<file path="src/verilog/tx_dma_pkg.sv">
// Shared constants for the transmit descriptor DMA block.
package tx_dma_pkg;
  // ==========================================================================
  // Register map (byte addresses) and fields
  localparam logic [7:0]  OFS_NCTRL    = 8'h00;
  localparam logic [7:0]  OFS_NCFG     = 8'h04;
  localparam logic [7:0]  OFS_TSTAT    = 8'h14;
  localparam logic [7:0]  OFS_TQPTR    = 8'h1C;
  localparam int          NC_TXEN      = 3;
  localparam int          NC_START     = 9;
  localparam int          NC_HALT      = 10;
  localparam int          CF_PAUSE_EN  = 13;
  localparam int          TS_RETRY     = 0;
  localparam int          TS_UNDER     = 1;
  localparam int          TS_EXH       = 2;
  localparam int          TS_GO        = 3;
  localparam int          TS_USED      = 4;
  // ==========================================================================
  // Descriptor word one fields
  localparam int          D_USED       = 31;
  localparam int          D_WRAP       = 30;
  localparam int          D_RETRY      = 29;
  localparam int          D_UNDER      = 28;
  localparam int          D_EXH        = 27;
  localparam int          D_NOCRC      = 16;
  localparam int          D_LAST       = 15;
  localparam int          D_LEN_MSB    = 10;
  localparam logic [31:0] DESC_BYTES   = 32'h0000_0008;
  localparam logic [31:0] W1_OFS       = 32'h0000_0004;
  // ==========================================================================
  // Counts
  localparam int          RING_MAX     = 1024;
  localparam int          MAX_BUFS     = 128;
  localparam int          MIN_FRAME    = 64;
  localparam int          CRC_BYTES    = 4;
  localparam logic [31:0] RST_WORD     = 32'h0000_0000;
endpackage : tx_dma_pkg

</file>
<file path="src/verilog/eth_tx_desc_dma.sv">
// Transmit descriptor DMA: ring walk, buffer fetch, status write-back.
// How it works
// - Buffers hold 0..2047 bytes, zero accepted.
// - Descriptor: word0 address, word1 control/status.
// - Automatic CRC frames padded to 64 bytes.
// - Write status back to first descriptor word1.
// - Fetch only when used clear; set first.
// - Status bits 29 retry, 28 underrun, 27 exhausted.
// - Wrap bit or 1024 descriptors return pointer.
// - Pointer write restarts at new queue start.
// - Transmit disable resets pointer to queue start.
// - Start bit sets go, status bit 3.
// - Go clears on disable, used, pointer, halt, error.
// - Halt waits for current frame to finish.
// - Collision restarts from frame's first buffer.
// - Used bit mid-frame is error, bad FCS.
// - Transmit error resets pointer to queue start.
// - Used at frame start keeps pointer, resumes.
// - No-CRC flag in last buffer suppresses CRC.
// - Bit 15 last buffer, bits 10:0 length.
// - Received pause with pause enable suspends sending.
//
// Decided for this implementation: the address map and the APB interface to the registers.
`timescale 1ns/1ns
`default_nettype none
module eth_tx_desc_dma
  import tx_dma_pkg::*;
(
  input  wire logic        mclk,
  input  wire logic        rst,
  input  wire logic        psel,
  input  wire logic        penable,
  input  wire logic        pwrite,
  input  wire logic [7:0]  paddr,
  input  wire logic [31:0] pwdata,
  output logic      [31:0] prdata,
  output logic             pready,
  output logic             pslverr,
  output logic             mem_req,
  output logic             mem_we,
  output logic      [31:0] mem_addr,
  output logic      [31:0] mem_wdata,
  input  wire logic [31:0] mem_rdata,
  input  wire logic        mem_ack,
  input  wire logic        mem_err,
  output logic      [7:0]  tx_byte,
  output logic             tx_valid,
  input  wire logic        tx_ready,
  output logic             tx_end,
  output logic             tx_crc_en,
  output logic      [6:0]  tx_pad_len,
  output logic             tx_bad,
  input  wire logic        tx_sent,
  input  wire logic        tx_collision,
  input  wire logic        tx_retry_limit,
  input  wire logic        pause_active
);
  // ==========================================================================
  // Engine states
  typedef enum logic [8:0] {
    S_IDLE = 9'h001, S_RD_W1 = 9'h002, S_RD_W0 = 9'h004,
    S_DATA = 9'h008, S_OUT   = 9'h010, S_NEXT  = 9'h020,
    S_WAIT = 9'h040, S_WB    = 9'h080, S_ERR   = 9'h100
  } state_t;

  state_t      st_q, st_d;
  logic        req_q, req_d, we_q, we_d;
  logic [31:0] addr_q, addr_d, wdata_q, wdata_d;
  logic [31:0] baddr_q, baddr_d, fw1_q, fw1_d, faddr_q, faddr_d;
  logic [10:0] len_q, len_d;
  logic        last_q, last_d, nocrc_q, nocrc_d, wrap_q, wrap_d;
  logic        first_q, first_d;
  logic [9:0]  fidx_q, fidx_d;
  logic [7:0]  byte_q, byte_d;
  logic        val_q, val_d, end_q, end_d, crc_q, crc_d, bad_q, bad_d;
  logic [6:0]  pad_q, pad_d;
  logic [2:0]  errb_q, errb_d;
  // Engine events consumed by the register group, the ring pointer and the pad counter.
  logic        e_used_stop, e_err_stop, e_rewind, e_restart, e_adv, e_clr_cnt, e_inc;
  logic [9:0]  idx;
  logic [31:0] desc_addr;
  logic [6:0]  pad_len;

  // Register group.
  logic        txen_q, txen_d, pen_q, pen_d, go_q, go_d;
  logic        s_ret_q, s_ret_d, s_und_q, s_und_d, s_exh_q, s_exh_d, s_usd_q, s_usd_d;
  logic        rdy_q, rdy_d, serr_q, serr_d;
  logic [31:0] rdata_q, rdata_d;
  logic        wr, rd_pend, mapped, qp_wr, dis_wr, halt_wr, start_wr;

  tx_ring_ptr #(
    .RING_LEN (RING_MAX)
  ) u_ring (
    .mclk        (mclk),
    .rst         (rst),
    .load        (qp_wr),
    .base_in     (pwdata),
    .rewind      (e_rewind),
    .restart     (e_restart),
    .restart_idx (fidx_q),
    .advance     (e_adv),
    .wrap        (wrap_q),
    .idx         (idx),
    .desc_addr   (desc_addr)
  );

  tx_pad_count u_pad (
    .mclk    (mclk),
    .rst     (rst),
    .clr     (e_clr_cnt),
    .inc     (e_inc),
    .pad_len (pad_len)
  );

  // ==========================================================================
  // APB slave: one wait state, then data and pready together.
  assign rd_pend  = psel && penable && !rdy_q;
  assign wr       = psel && penable && rdy_q && pwrite && !serr_q;
  assign mapped   = paddr == OFS_NCTRL || paddr == OFS_NCFG ||
                    paddr == OFS_TSTAT || paddr == OFS_TQPTR;
  assign qp_wr    = wr && paddr == OFS_TQPTR;
  assign dis_wr   = wr && paddr == OFS_NCTRL && !pwdata[NC_TXEN];
  assign halt_wr  = wr && paddr == OFS_NCTRL && pwdata[NC_HALT];
  assign start_wr = wr && paddr == OFS_NCTRL && pwdata[NC_START] && pwdata[NC_TXEN];

  always_comb begin
    txen_d  = txen_q;
    pen_d   = pen_q;
    rdy_d   = rd_pend;
    serr_d  = rd_pend && !mapped;
    rdata_d = RST_WORD;
    if (rd_pend && !pwrite) begin
      unique case (paddr)
        OFS_NCTRL: rdata_d[NC_TXEN]     = txen_q;
        OFS_NCFG:  rdata_d[CF_PAUSE_EN] = pen_q;
        OFS_TSTAT: rdata_d = {27'h0000000, s_usd_q, go_q, s_exh_q, s_und_q, s_ret_q};
        OFS_TQPTR: rdata_d = desc_addr;
        default:   rdata_d = RST_WORD;
      endcase
    end
    if (wr && paddr == OFS_NCTRL) txen_d = pwdata[NC_TXEN];
    if (wr && paddr == OFS_NCFG) pen_d = pwdata[CF_PAUSE_EN];
    // Clearing events beat a start in the same cycle; halt only stops new frames.
    if (dis_wr || qp_wr || halt_wr || e_used_stop || e_err_stop) go_d = 1'b0;
    else if (start_wr) go_d = 1'b1;
    else go_d = go_q;
    // Sticky status: hardware set wins over a write-one clear.
    s_ret_d = (s_ret_q && !(wr && paddr == OFS_TSTAT && pwdata[TS_RETRY])) ||
              (e_err_stop && errb_q[2]);
    s_und_d = (s_und_q && !(wr && paddr == OFS_TSTAT && pwdata[TS_UNDER])) ||
              (e_err_stop && errb_q[1]);
    s_exh_d = (s_exh_q && !(wr && paddr == OFS_TSTAT && pwdata[TS_EXH])) ||
              (e_err_stop && errb_q[0]);
    s_usd_d = (s_usd_q && !(wr && paddr == OFS_TSTAT && pwdata[TS_USED])) || e_used_stop;
  end

  always_ff @(posedge mclk) begin
    if (rst) begin
      txen_q <= 1'b0; pen_q <= 1'b0; go_q <= 1'b0; rdy_q <= 1'b0; serr_q <= 1'b0;
      s_ret_q <= 1'b0; s_und_q <= 1'b0; s_exh_q <= 1'b0; s_usd_q <= 1'b0;
      rdata_q <= RST_WORD;
    end else begin
      txen_q <= txen_d; pen_q <= pen_d; go_q <= go_d; rdy_q <= rdy_d; serr_q <= serr_d;
      s_ret_q <= s_ret_d; s_und_q <= s_und_d; s_exh_q <= s_exh_d; s_usd_q <= s_usd_d;
      rdata_q <= rdata_d;
    end
  end

  // ==========================================================================
  // Descriptor engine
  always_comb begin
    st_d = st_q; req_d = req_q; we_d = we_q; addr_d = addr_q; wdata_d = wdata_q;
    baddr_d = baddr_q; fw1_d = fw1_q; faddr_d = faddr_q; len_d = len_q;
    last_d = last_q; nocrc_d = nocrc_q; wrap_d = wrap_q; first_d = first_q;
    fidx_d = fidx_q; byte_d = byte_q; val_d = val_q; errb_d = errb_q;
    end_d = 1'b0; crc_d = crc_q; pad_d = pad_q; bad_d = bad_q;
    e_used_stop = 1'b0; e_err_stop = 1'b0; e_rewind = 1'b0; e_restart = 1'b0;
    e_adv = 1'b0; e_clr_cnt = 1'b0; e_inc = 1'b0;
    unique case (st_q)
      S_IDLE: begin
        bad_d = 1'b0;
        // A received pause holds off the next frame only.
        if (go_q && txen_q && !(pen_q && pause_active)) begin
          st_d = S_RD_W1; req_d = 1'b1; we_d = 1'b0;
          addr_d = desc_addr + W1_OFS; first_d = 1'b1;
          fidx_d = idx; faddr_d = desc_addr; errb_d = 3'h0; e_clr_cnt = 1'b1;
        end
      end
      S_RD_W1: if (mem_ack || mem_err) begin
        req_d = 1'b0;
        if (mem_err) begin
          st_d = S_ERR; errb_d = 3'b010;
        end else if (mem_rdata[D_USED] && first_q) begin
          st_d = S_IDLE; e_used_stop = 1'b1;
        end else if (mem_rdata[D_USED]) begin
          st_d = S_ERR; errb_d = 3'b011;
        end else begin
          // Word one carries length, last flag, no-CRC and wrap.
          len_d = mem_rdata[D_LEN_MSB:0]; last_d = mem_rdata[D_LAST];
          nocrc_d = mem_rdata[D_NOCRC]; wrap_d = mem_rdata[D_WRAP];
          if (first_q) fw1_d = mem_rdata;
          st_d = S_RD_W0; req_d = 1'b1; addr_d = addr_q - W1_OFS;
        end
      end
      S_RD_W0: if (mem_ack || mem_err) begin
        req_d = 1'b0; baddr_d = mem_rdata;
        if (mem_err) begin
          st_d = S_ERR; errb_d = 3'b010;
        end else if (len_q == 11'h000) begin
          st_d = S_NEXT;
        end else begin
          st_d = S_DATA; req_d = 1'b1; addr_d = {mem_rdata[31:2], 2'b00};
        end
      end
      S_DATA: if (mem_ack || mem_err) begin
        req_d = 1'b0;
        if (mem_err) begin
          st_d = S_ERR; errb_d = 3'b010;
        end else begin
          byte_d = mem_rdata[{baddr_q[1:0], 3'b000} +: 8]; val_d = 1'b1; st_d = S_OUT;
        end
      end
      S_OUT: if (tx_ready) begin
        val_d = 1'b0; e_inc = 1'b1; len_d = len_q - 11'h001;
        baddr_d = baddr_q + 32'h0000_0001;
        if (len_q == 11'h001) st_d = S_NEXT;
        else begin
          st_d = S_DATA; req_d = 1'b1; addr_d = {baddr_d[31:2], 2'b00};
        end
      end
      S_NEXT: begin
        e_adv = 1'b1; first_d = 1'b0;
        if (last_q) begin
          st_d = S_WAIT; end_d = 1'b1; crc_d = !nocrc_q;
          pad_d = nocrc_q ? 7'h00 : pad_len;
        end else if (wrap_q || idx == 10'(RING_MAX - 1)) begin
          // The index only steps at this edge, so the next slot is addressed ahead of it.
          st_d = S_RD_W1; req_d = 1'b1; addr_d = desc_addr - {19'h00000, idx, 3'h0} + W1_OFS;
        end else begin
          st_d = S_RD_W1; req_d = 1'b1; addr_d = desc_addr + DESC_BYTES + W1_OFS;
        end
      end
      S_WAIT: begin
        if (tx_retry_limit) begin
          st_d = S_ERR; errb_d = 3'b100;
        end else if (tx_collision) begin
          // Replay the whole frame from its first buffer.
          e_restart = 1'b1; first_d = 1'b1; e_clr_cnt = 1'b1;
          st_d = S_RD_W1; req_d = 1'b1; addr_d = faddr_q + W1_OFS;
        end else if (tx_sent) begin
          st_d = S_WB; req_d = 1'b1; we_d = 1'b1; addr_d = faddr_q + W1_OFS;
          wdata_d = fw1_q; wdata_d[D_USED] = 1'b1;
          wdata_d[D_RETRY:D_EXH] = 3'h0;
        end
      end
      S_ERR: begin
        bad_d = 1'b1;
        if (!req_q && !we_q) begin
          req_d = 1'b1; we_d = 1'b1; addr_d = faddr_q + W1_OFS;
          wdata_d = fw1_q; wdata_d[D_RETRY:D_EXH] = errb_q;
        end else if (mem_ack || mem_err) begin
          req_d = 1'b0; we_d = 1'b0; st_d = S_IDLE;
          e_err_stop = 1'b1; e_rewind = 1'b1;
        end
      end
      S_WB: if (mem_ack || mem_err) begin
        req_d = 1'b0; we_d = 1'b0; st_d = S_IDLE;
      end
      default: st_d = S_IDLE;
    endcase
    // Turning transmit off abandons the walk and rewinds the ring at once.
    if (!txen_q || dis_wr) begin
      st_d = S_IDLE; req_d = 1'b0; we_d = 1'b0; val_d = 1'b0; e_rewind = 1'b1;
    end
  end

  always_ff @(posedge mclk) begin
    if (rst) begin
      st_q <= S_IDLE; req_q <= 1'b0; we_q <= 1'b0; addr_q <= RST_WORD;
      wdata_q <= RST_WORD; baddr_q <= RST_WORD; fw1_q <= RST_WORD; faddr_q <= RST_WORD;
      len_q <= 11'h000; last_q <= 1'b0; nocrc_q <= 1'b0; wrap_q <= 1'b0;
      first_q <= 1'b0; fidx_q <= 10'h000; byte_q <= 8'h00; val_q <= 1'b0;
      end_q <= 1'b0; crc_q <= 1'b0; pad_q <= 7'h00; bad_q <= 1'b0; errb_q <= 3'h0;
    end else begin
      st_q <= st_d; req_q <= req_d; we_q <= we_d; addr_q <= addr_d;
      wdata_q <= wdata_d; baddr_q <= baddr_d; fw1_q <= fw1_d; faddr_q <= faddr_d;
      len_q <= len_d; last_q <= last_d; nocrc_q <= nocrc_d; wrap_q <= wrap_d;
      first_q <= first_d; fidx_q <= fidx_d; byte_q <= byte_d; val_q <= val_d;
      end_q <= end_d; crc_q <= crc_d; pad_q <= pad_d; bad_q <= bad_d; errb_q <= errb_d;
    end
  end

  assign prdata     = rdata_q;
  assign pready     = rdy_q;
  assign pslverr    = serr_q;
  assign mem_req    = req_q;
  assign mem_we     = we_q;
  assign mem_addr   = addr_q;
  assign mem_wdata  = wdata_q;
  assign tx_byte    = byte_q;
  assign tx_valid   = val_q;
  assign tx_end     = end_q;
  assign tx_crc_en  = crc_q;
  assign tx_pad_len = pad_q;
  assign tx_bad     = bad_q;

  // ==========================================================================
  // Checks
  property p_qp_clears_go;
    @(posedge mclk) disable iff (rst) qp_wr |=> !go_q && idx == 10'h000;
  endproperty
  a_qp_clears_go: assert property (p_qp_clears_go) else $error("pointer write kept go");

  property p_dis_rewind;
    @(posedge mclk) disable iff (rst) dis_wr |=> !go_q && idx == 10'h000 && st_q == S_IDLE;
  endproperty
  a_dis_rewind: assert property (p_dis_rewind) else $error("disable did not rewind");

  property p_start_sets_go;
    @(posedge mclk) disable iff (rst)
    (start_wr && !halt_wr && !e_used_stop && !e_err_stop) |=> go_q;
  endproperty
  a_start_sets_go: assert property (p_start_sets_go) else $error("start missed");

  property p_halt_clears_go;
    @(posedge mclk) disable iff (rst) halt_wr |=> !go_q;
  endproperty
  a_halt_clears_go: assert property (p_halt_clears_go) else $error("halt kept go");

  property p_wb_used;
    @(posedge mclk) disable iff (rst)
    (st_q == S_WB && req_q) |-> mem_we && mem_wdata[D_USED] && mem_addr == faddr_q + W1_OFS;
  endproperty
  a_wb_used: assert property (p_wb_used) else $error("bad success write-back");

  property p_used_keeps_ptr;
    @(posedge mclk) disable iff (rst)
    (st_q == S_RD_W1 && mem_ack && !mem_err && mem_rdata[D_USED] && first_q && txen_q)
      |=> st_q == S_IDLE && !go_q && $stable(idx);
  endproperty
  a_used_keeps_ptr: assert property (p_used_keeps_ptr) else $error("used stop moved ptr");

  property p_err_rewind;
    @(posedge mclk) disable iff (rst)
    (st_q == S_ERR && req_q && we_q && mem_ack && txen_q) |=> idx == 10'h000 && !go_q;
  endproperty
  a_err_rewind: assert property (p_err_rewind) else $error("error kept pointer");

  property p_mid_used_err;
    @(posedge mclk) disable iff (rst)
    (st_q == S_RD_W1 && mem_ack && !mem_err && mem_rdata[D_USED] && !first_q && txen_q)
      |=> st_q == S_ERR ##1 tx_bad;
  endproperty
  a_mid_used_err: assert property (p_mid_used_err) else $error("mid-frame used not error");

  property p_collision_restart;
    @(posedge mclk) disable iff (rst)
    (st_q == S_WAIT && tx_collision && !tx_retry_limit && txen_q)
      |=> mem_addr == faddr_q + W1_OFS && idx == fidx_q;
  endproperty
  a_collision_restart: assert property (p_collision_restart) else $error("no replay");

  property p_pause_hold;
    @(posedge mclk) disable iff (rst)
    (st_q == S_IDLE && pen_q && pause_active) |=> st_q == S_IDLE;
  endproperty
  a_pause_hold: assert property (p_pause_hold) else $error("frame started in pause");
endmodule : eth_tx_desc_dma
`default_nettype wire

</file>
<file path="src/verilog/tx_pad_count.sv">
// Counts frame bytes and derives the pad needed before the appended CRC.
`timescale 1ns/1ns
`default_nettype none
module tx_pad_count
  import tx_dma_pkg::*;
(
  input  wire logic       mclk,
  input  wire logic       rst,
  input  wire logic       clr,
  input  wire logic       inc,
  output logic      [6:0] pad_len
);
  localparam logic [15:0] BODY_MIN = 16'(MIN_FRAME - CRC_BYTES);
  logic [15:0] cnt_q, cnt_d;

  always_comb begin
    cnt_d = cnt_q;
    if (clr) cnt_d = 16'h0000;
    else if (inc && cnt_q != 16'hFFFF) cnt_d = cnt_q + 16'h0001;
  end

  always_ff @(posedge mclk) begin
    if (rst) cnt_q <= 16'h0000;
    else cnt_q <= cnt_d;
  end

  // Body plus pad plus CRC reaches the minimum frame length.
  assign pad_len = (cnt_q < BODY_MIN) ? 7'(BODY_MIN - cnt_q) : 7'h00;

  property p_pad_min;
    @(posedge mclk) disable iff (rst)
    (cnt_q < BODY_MIN) |-> (16'(pad_len) + cnt_q == BODY_MIN);
  endproperty
  a_pad_min: assert property (p_pad_min) else $error("pad misses minimum");
endmodule : tx_pad_count
`default_nettype wire

</file>
<file path="src/verilog/tx_ring_ptr.sv">
// Descriptor ring pointer with wrap flag and fixed ring length rollover.
`timescale 1ns/1ns
`default_nettype none
module tx_ring_ptr
  import tx_dma_pkg::*;
#(
  parameter int unsigned RING_LEN = RING_MAX
) (
  input  wire logic        mclk,
  input  wire logic        rst,
  input  wire logic        load,
  input  wire logic [31:0] base_in,
  input  wire logic        rewind,
  input  wire logic        restart,
  input  wire logic [9:0]  restart_idx,
  input  wire logic        advance,
  input  wire logic        wrap,
  output logic      [9:0]  idx,
  output logic      [31:0] desc_addr
);
  logic [31:0] base_q, base_d;
  logic [9:0]  idx_q, idx_d;

  always_comb begin
    base_d = base_q;
    idx_d  = idx_q;
    if (load) begin
      base_d = base_in;
      idx_d  = 10'h000;
    end else if (rewind) begin
      idx_d = 10'h000;
    end else if (restart) begin
      idx_d = restart_idx;
    end else if (advance) begin
      // A ring with no wrap flag still closes after the last slot.
      if (wrap || idx_q == 10'(RING_LEN - 1)) idx_d = 10'h000;
      else idx_d = idx_q + 10'h001;
    end
  end

  always_ff @(posedge mclk) begin
    if (rst) begin
      base_q <= RST_WORD;
      idx_q  <= 10'h000;
    end else begin
      base_q <= base_d;
      idx_q  <= idx_d;
    end
  end

  assign idx       = idx_q;
  assign desc_addr = base_q + {19'h00000, idx_q, 3'h0};

  property p_wrap_roll;
    @(posedge mclk) disable iff (rst)
    (advance && !load && !rewind && !restart && (wrap || idx_q == 10'(RING_LEN - 1)))
      |=> idx_q == 10'h000;
  endproperty
  a_wrap_roll: assert property (p_wrap_roll) else $error("ring did not roll over");
endmodule : tx_ring_ptr
`default_nettype wire
</file>
<file path="config.mk">
export PLATFORM = sky130hd
export DESIGN_NAME = eth_tx_desc_dma
export DESIGN_NICKNAME = d
export VERILOG_FILES = /design/src/verilog/tx_dma_pkg.sv /design/src/verilog/eth_tx_desc_dma.sv /design/src/verilog/tx_pad_count.sv /design/src/verilog/tx_ring_ptr.sv
export SDC_FILE = /design/constraint.sdc
export NUM_CORES = 1
export LEC_CHECK = 0
export BUFFER_PORTS_ARGS = -buffer_cell sky130_fd_sc_hd__buf_2
export CAP_MARGIN = 15
export CORE_MARGIN = 2
export CORE_UTILIZATION = 31
export DETAILED_ROUTE_END_ITERATION = 16
export PLACE_DENSITY = 0.48
export SLEW_MARGIN = 5
export SYNTH_ARGS = -nofsm -noshare
export SYNTH_HDL_FRONTEND = slang
export SYNTH_SLANG_ARGS = --single-unit
</file>
<file path="constraint.sdc">
create_clock -name mclk -period 8.8 [get_ports mclk]
set_clock_uncertainty 0.05 [all_clocks]
set_input_delay 1.32 -clock mclk [delete_from_list [all_inputs] [get_ports mclk]]
set_output_delay 1.32 -clock mclk [all_outputs]
set_load 0.01 [all_outputs]
</file>
; ---- Word level (Yosys, flattened, before mapping)
; Index checks and enable logic that the tools add are counted.
[totals]
regBits = 316
latch_bits = 0
mem_bits_rw = 0
romBits = 0
in_bits = 84
output_inout_bits = 119
word_cells = 310
memories = 0
[op_classes]
add_sub_neg = 13
mul = 0
div_mod_pow = 0
n_lt_le_gt_ge = 1
n_eq_ne = 41
shifts = 1
muxes = 116
n_bitwise = 6
reduce_logical = 97
[op_table]
columns = op, count
row1 = $mux 32, 22
row2 = $pmux 32 s7, 1
row3 = $mux 9, 15
row4 = $add 32x3->32 const B, 4
row5 = $pmux 32 s2, 2
row6 = $pmux 9 s9, 1
row7 = $mux 11, 5
row8 = $mux 1, 42
row9 = $ne 2x2->1 const B, 20
row10 = $add 32x1->32 const B, 1
row11 = $add 32x13->32, 1
row12 = $add 32x4->32 const B, 1
row13 = $logic_and 1x1->1, 32
row14 = $shiftx 32x6->8, 1
row15 = $sub 32x13->32, 1
row16 = $sub 32x3->32 const B, 1
row17 = $mux 10, 3
row18 = $mux 3, 8
row19 = $pmux 11 s2, 1
row20 = $mux 7, 3
row21 = $pmux 9 s2, 1
row22 = $add 16x1->16 const B, 1
row23 = $eq 8x5->1 const B, 2
row24 = $lt 16x6->1 const B, 1
row25 = other kinds (47), 105

; ---- Logic depth before layout (Yosys ltp)
[depth]
word_depth = 11
mapped_depth = 22
ltp_nobuf = 20

; ---- Cells and area by module
; From an unflattened synthesis, not the netlist that was laid out.
[hier_totals]
cells_unflattened = 2546
area_unflattened_um2 = 19562.5
[modules_own_cells]
columns = module, instances, cells_each, area_per_inst_um2, seq_area_each_um2
row1 = eth_tx_desc_dma, 1, 2143, 16079.2, 5104.9
row2 = tx_ring_ptr, 1, 281, 2483.6, 840.8
row3 = tx_pad_count, 1, 122, 999.7, 320.3

; ---- Worst setup path after synthesis
; OpenSTA, ideal clock, no wires.
[synth_path]
path_kind = reg2reg
from = reg u_ring.idx_q[0] (netlist: u_ring.idx[0])
to = reg addr_q[26] (netlist: mem_addr[26])
setup_time_ps = 79
arrival_ps = 4581
required_ps = 8671
slack_ps = 4090
stages_incl_launch_ff = 19
path_buffers = 0
synth_period_minus_slack_ps = 4710
cell_sequence = dfxtp_1 > ha_1 > fa_1 > a21o_1 > a22oi_1 > a211o_1 > and2_1 > xor2_1 > inv_1 > ha_1 > or4_1 > nand2b_1 > o22ai_1 > and4b_1 > a2111oi_0 > o41ai_1 > xnor2_1 > nand2_1 > a211oi_2
[synth_via]
elab_chain_cells = 6
elab_cells_between_ends = 12
cone_classes = add/sub: 6 / eq/ne: 1 / mux: 4 / reduce/logical: 1
[synth_lines]
columns = item, line_no
row1 = start: declaration, tx_ring_ptr.sv:22  ; logic [9:0] idx_q, idx_d;
row2 = start signal: assignment, tx_ring_ptr.sv:47  ; idx_q <= idx_d;
row3 = $add 32x13->32 *, tx_ring_ptr.sv:52  ; assign desc_addr = base_q + {19'h00000, idx_q, 3'h0};
row4 = named net desc_addr[15], eth_tx_desc_dma.sv:81  ; logic [31:0] desc_addr;
row5 = $add 32x4->32 / $sub 32x13->32 (equally long branches), "eth_tx_desc_dma.sv:240, eth_tx_desc_dma.sv:238"
row6 = "$add 32x3->32, on equally long branches", "eth_tx_desc_dma.sv:240, eth_tx_desc_dma.sv:238"
row7 = $mux 32, eth_tx_desc_dma.sv:236  ; end else if (wrap_q || idx == 10'(RING_MAX - 1)) begin
row8 = $mux 32, eth_tx_desc_dma.sv:233  ; if (last_q) begin
row9 = $pmux 32 s7 *, eth_tx_desc_dma.sv:179  ; unique case (st_q)
row10 = end signal: assignment, eth_tx_desc_dma.sv:285  ; st_q <= st_d; req_q <= req_d; we_q <= we_d; addr_q <= addr_d;
row11 = end: declaration, eth_tx_desc_dma.sv:68  ; logic [31:0] addr_q, addr_d, wdata_q, wdata_d;
; Mark *: on every way through the listed nets, which the timed path passes. The rest lies on a longest branch. The select of a mux whose other input is x is not followed.
; A chain may end at the register's enable or synchronous reset.

; ---- Worst setup path after layout
; Ends and elaborated chain as after synthesis.

==> results by group <==
Finish
  – Post-layout util: 0.365
  – NumNets Final: roughly 2900
  – Layout cells sized above 1: 0.129
  – Syn-to-layout area delta: 16.6%
  – Fill count: 6507

Detailed routing
  – Total wire length: just under 70000 um
  – DRC violation total after the first TritonRoute iteration: between 1500 and 2000
  – Vias per std cell: ~5.3
  – Drt drc: 0
  – First-pass DRT Iterations: 6
  – Antenna viol nets, final: 0
  – Routed len/inst: around 19 um
  – Total number of vias: around 19000

Logic synthesis
  – Sequential area share after synthesis: 0.325
  – Yosys reg bits: roughly 310
  – Post-Syn Area: between 15000 and 20000 um2
  – Synth unique cells: 86
  – Post-synth ARST share: 0
  – Synth cell count leaders: nand2_1, nor2_1, dfxtp_1
  – Syn_nets: about 2800
  – Top cells by area, synth: dfxtp_1, nand2_1, a21oi_1
  – Ys flop type: dfxtp_1
  – Most numerous cell in the Yosys netlist: nand2_1
  – Syn_area_per_cell: 7.43 um2
  – Number of synthesized flops with an enable pin: 0
  – Yosys top cell area share: 0.325
  – Synth area leader: dfxtp_1
  – Post-Synthesis Cells: between 2000 and 3000
  – YS warnings: 0

Power and ir drop
  – Max VDD drop: around 0.00014 V
  – Leak: about 8.6 nW
  – Pwr Density: 148 nW/um2

Clocking
  – Postcts setup bufs: 0
  – CTS Sinks: 313
  – Max Root-Sink Buffers: 3
  – Clock-pin slew on the worst setup and hold paths: roughly 0.06 ns
  – # hold bufs at CTS: 0
  – CTS Buf Count: 40
  – H-tree depth: 2
  – CTS tree: built
  – CTS root buf: clkbuf_16
  – Clk Latency, worst-skew pair: between 0.5 and 0.6 ns
  – Cts repair resizes: 0

Setup path
  – Crit-path slowest cell: or4_1
  – Most used cell, CP: ha_1
  – WP data required: about 9.2 ns
  – Startpoint class of the critical path: register
  – CP Class: reg2reg
  – CP Cell Sequence: ha_1, fa_1, a21o_1, a22oi_1, a211o_1, and2_1, xor2_1, inv_1, ha_1, or4_1, nand2b_1, o22ai_1, and4b_1, a2111oi_0, o41ai_1, xnor2_1, nand2_1, a211oi_2
  – Worst Setup End Kind: register
  – Buffers & Inverters on Critical Path: 1
  – Path depth of the worst reg2reg path: 18
  – CP max stage delay: 0.56 ns
  – Worst reg2reg setup slack: 3.16 ns
  – Worst reg2reg startpoint: u_ring.idx[0]
  – Reg-to-reg endpoint: mem_addr[26]
  – Crit-path max FO: 9
  – Worst Path Arrival: ~6 ns
  – Crit-path leading delay family: compound AO/OA/AOI/OAI gates

STA
  – Final hold vios: 0
  – Upper clock frequency limit: 0.177 GHz
  – Fin Hold WS: between 0.3 and 0.4 ns
  – Crit path time final: approximately 5.6 ns
  – RSZ-0062 raised after global routing: false
  – TNS Setup: 0 ns
  – Setup violators final: 0
  – Max-slew violation count: 0
  – Final setup margin: around 3.2 ns
  – Final Cycle Share: 0.640
  – Max-slew headroom: 0.192
  – Worst slew pin tran: ~1.2 ns

Global route
  – GRT Util Overall: 0.210
  – Number of global-route vias before repair: 17600
  – Largest net degree at the start of global routing: between 90 and 100
  – First-pass GRT wire length: about 110000 um
  – Congestion Overflow GR: 0
  – Initial antenna violation count: 1

Worst hold path
  – Hold path cells: 2
  – Hold Path End: mem_wdata[26]
  – Worst hold start: mem_wdata[26]
  – HP Class: reg2reg

Place
  – Post-place setup slack: between 3 and 4 ns
  – GPL Wtd Cong: around 0.9
  – Port Buffers: between 200 and 250
  – HPWL after DPL: ~51000 um

Floorplan
  – IO Pins: 203
  – Die height: ~250 um
  – Core area: 61600 um2
  – Width of the die: around 250 um
  – Initial Util: 0.313
  – Die ar.: approximately 64000 um2
  – Row Count: slightly above 90

Run status
  – Outcome: finished clean

Run
  – # Max-Cap Violations: 0
==> through the flow <==
stage | std cells | power [mW] | cell area, um2
2_1_floorplan | 2595 | 1.48 | 19300
3_3_place_gp | 3509 | 1.53 | 21000
3_5_place_dp | 3509 | 1.53 | 21000
4_1_cts | 3582 | 3.37 | 22500
5_1_grt | 3583 | 3.43 | 22500
6_report | 3583 | 3.33 | 22500
==> registers in the layout, indices dropped and copies added (netlist names), 3 cells and up <==
| register | cells |
|---|---|
| st_q | 9 |
| tx_pad_len | 7 |
| errb_q | 3 |
| fidx_q | 10 |
| tx_byte | 8 |
| baddr_q | 32 |
| mem_wdata | 32 |
| u_pad.cnt_q | 16 |
| faddr_q | 32 |
| u_ring.idx | 10 |
| fw1_q | 28 |
| prdata | 32 |
| len_q | 11 |
| mem_addr | 32 |
| u_ring.base_q | 32 |
==> logic make-up (layout without fill, tap and decap cells) <==
group | count (synthesis) | in the layout | share of synthesized area
and+or+nand+nor | 1097 | 1097 | 0.257
AOI/OAI and AO/OA | 670 | 670 | 0.219
DFF | 313 | 313 | 0.325
buffers and inverters | 233 | 383 | 0.0476
xor gates and xnor gates | 173 | 173 | 0.0786
adders and majority gates | 75 | 75 | 0.0491
muxes | 34 | 34 | 0.0228
other | 0 | 1 | 0
==> report_power, final <==
group / switching (mW) / internal, mW / total (mW)
clock network: 0.692 / 1.14 / 1.83
logic: 0.0565 / 0.0230 / 0.0795
registers: 0.000227 / 1.42 / 1.42
total: 0.749 / 2.58 / 3.33
==> placed cells by master, fill, tap and decap left out, types with 8 or more instances in the layout <==
cell type / n
xor2_1: 67
o31ai_1: 20
nand2b_1: 17
o211ai_1: 18
clkbuf_16: 41
a21o_1: 18
o221ai_1: 8
or2_2: 12
clkbuf_8: 9
inv_1: 71
nand3b_1: 10
a31oi_1: 18
nand4_1: 28
xnor2_1: 106
and2_1: 13
mux4_2: 8
a211oi_1: 54
o21ai_0: 118
nand3_1: 71
dfxtp_1: 313
mux2i_1: 26
buf_2: 201
a221oi_1: 14
a222oi_1: 9
nand2_1: 435
a22oi_1: 38
ha_1: 74
a311oi_1: 8
nor3_1: 62
or3_1: 22
a21oi_1: 271
nor4_1: 16
nor2b_1: 8
and4_1: 11
nor2_1: 316
and3_1: 31
buf_4: 37
==> metal layers <==
layer,part of all wire,up-vias,global-route usage,wire [um]
li1,-,9411,-,-
met1,0.48,8944,0.299,33100
met2,0.44,545,0.327,29900
met3,0.056,74,0.0309,3810
met4,0.022,0,0.0553,1520
met5,0,-,0,0
==> worst reg2reg max path: cells and delay by family, from the launching register on <==
kind	cells	cell delay (ns)
xor gates and xnor gates	2	0.68
adders and majority gates	3	1.17
DFF	1	0.40
and+or+nand+nor	5	1.21
buffers and inverters	1	0.24
AOI/OAI and AO/OA	7	1.80
==> worst max path at each step <==
stage	startpoint	to	slack, ns	depth (start not counted)
5_1_grt	u_ring.idx[0]	mem_addr[26]	2.84	18
4_1_cts	u_ring.idx[0]	mem_addr[26]	3.25	18
2_1_floorplan	u_ring.idx[0]	mem_addr[26]	4.09	18
3_3_place_gp	u_ring.idx[0]	mem_addr[26]	3.40	18
6_report	u_ring.idx[0]	mem_addr[26]	3.16	18
3_5_place_dp	u_ring.idx[0]	mem_addr[26]	3.28	18
==> area by class of cell <==
type | count | area [um2] | share of cell area
Sequential cell | 313 | 6270 | 0.279
Tap cell | 837 | 1050 | 0.0466
Inverter | 71 | 267 | 0.0119
Timing Repair Buffer | 239 | 1290 | 0.0576
Multi-Input combinational cell | 2049 | 12100 | 0.540
Antenna cell | 1 | 2.50 | 0.000111
Clock buffer | 53 | 1160 | 0.0516
Clock inverter | 20 | 302 | 0.0134
No activity file was read; power rests on OpenSTA's default activity.
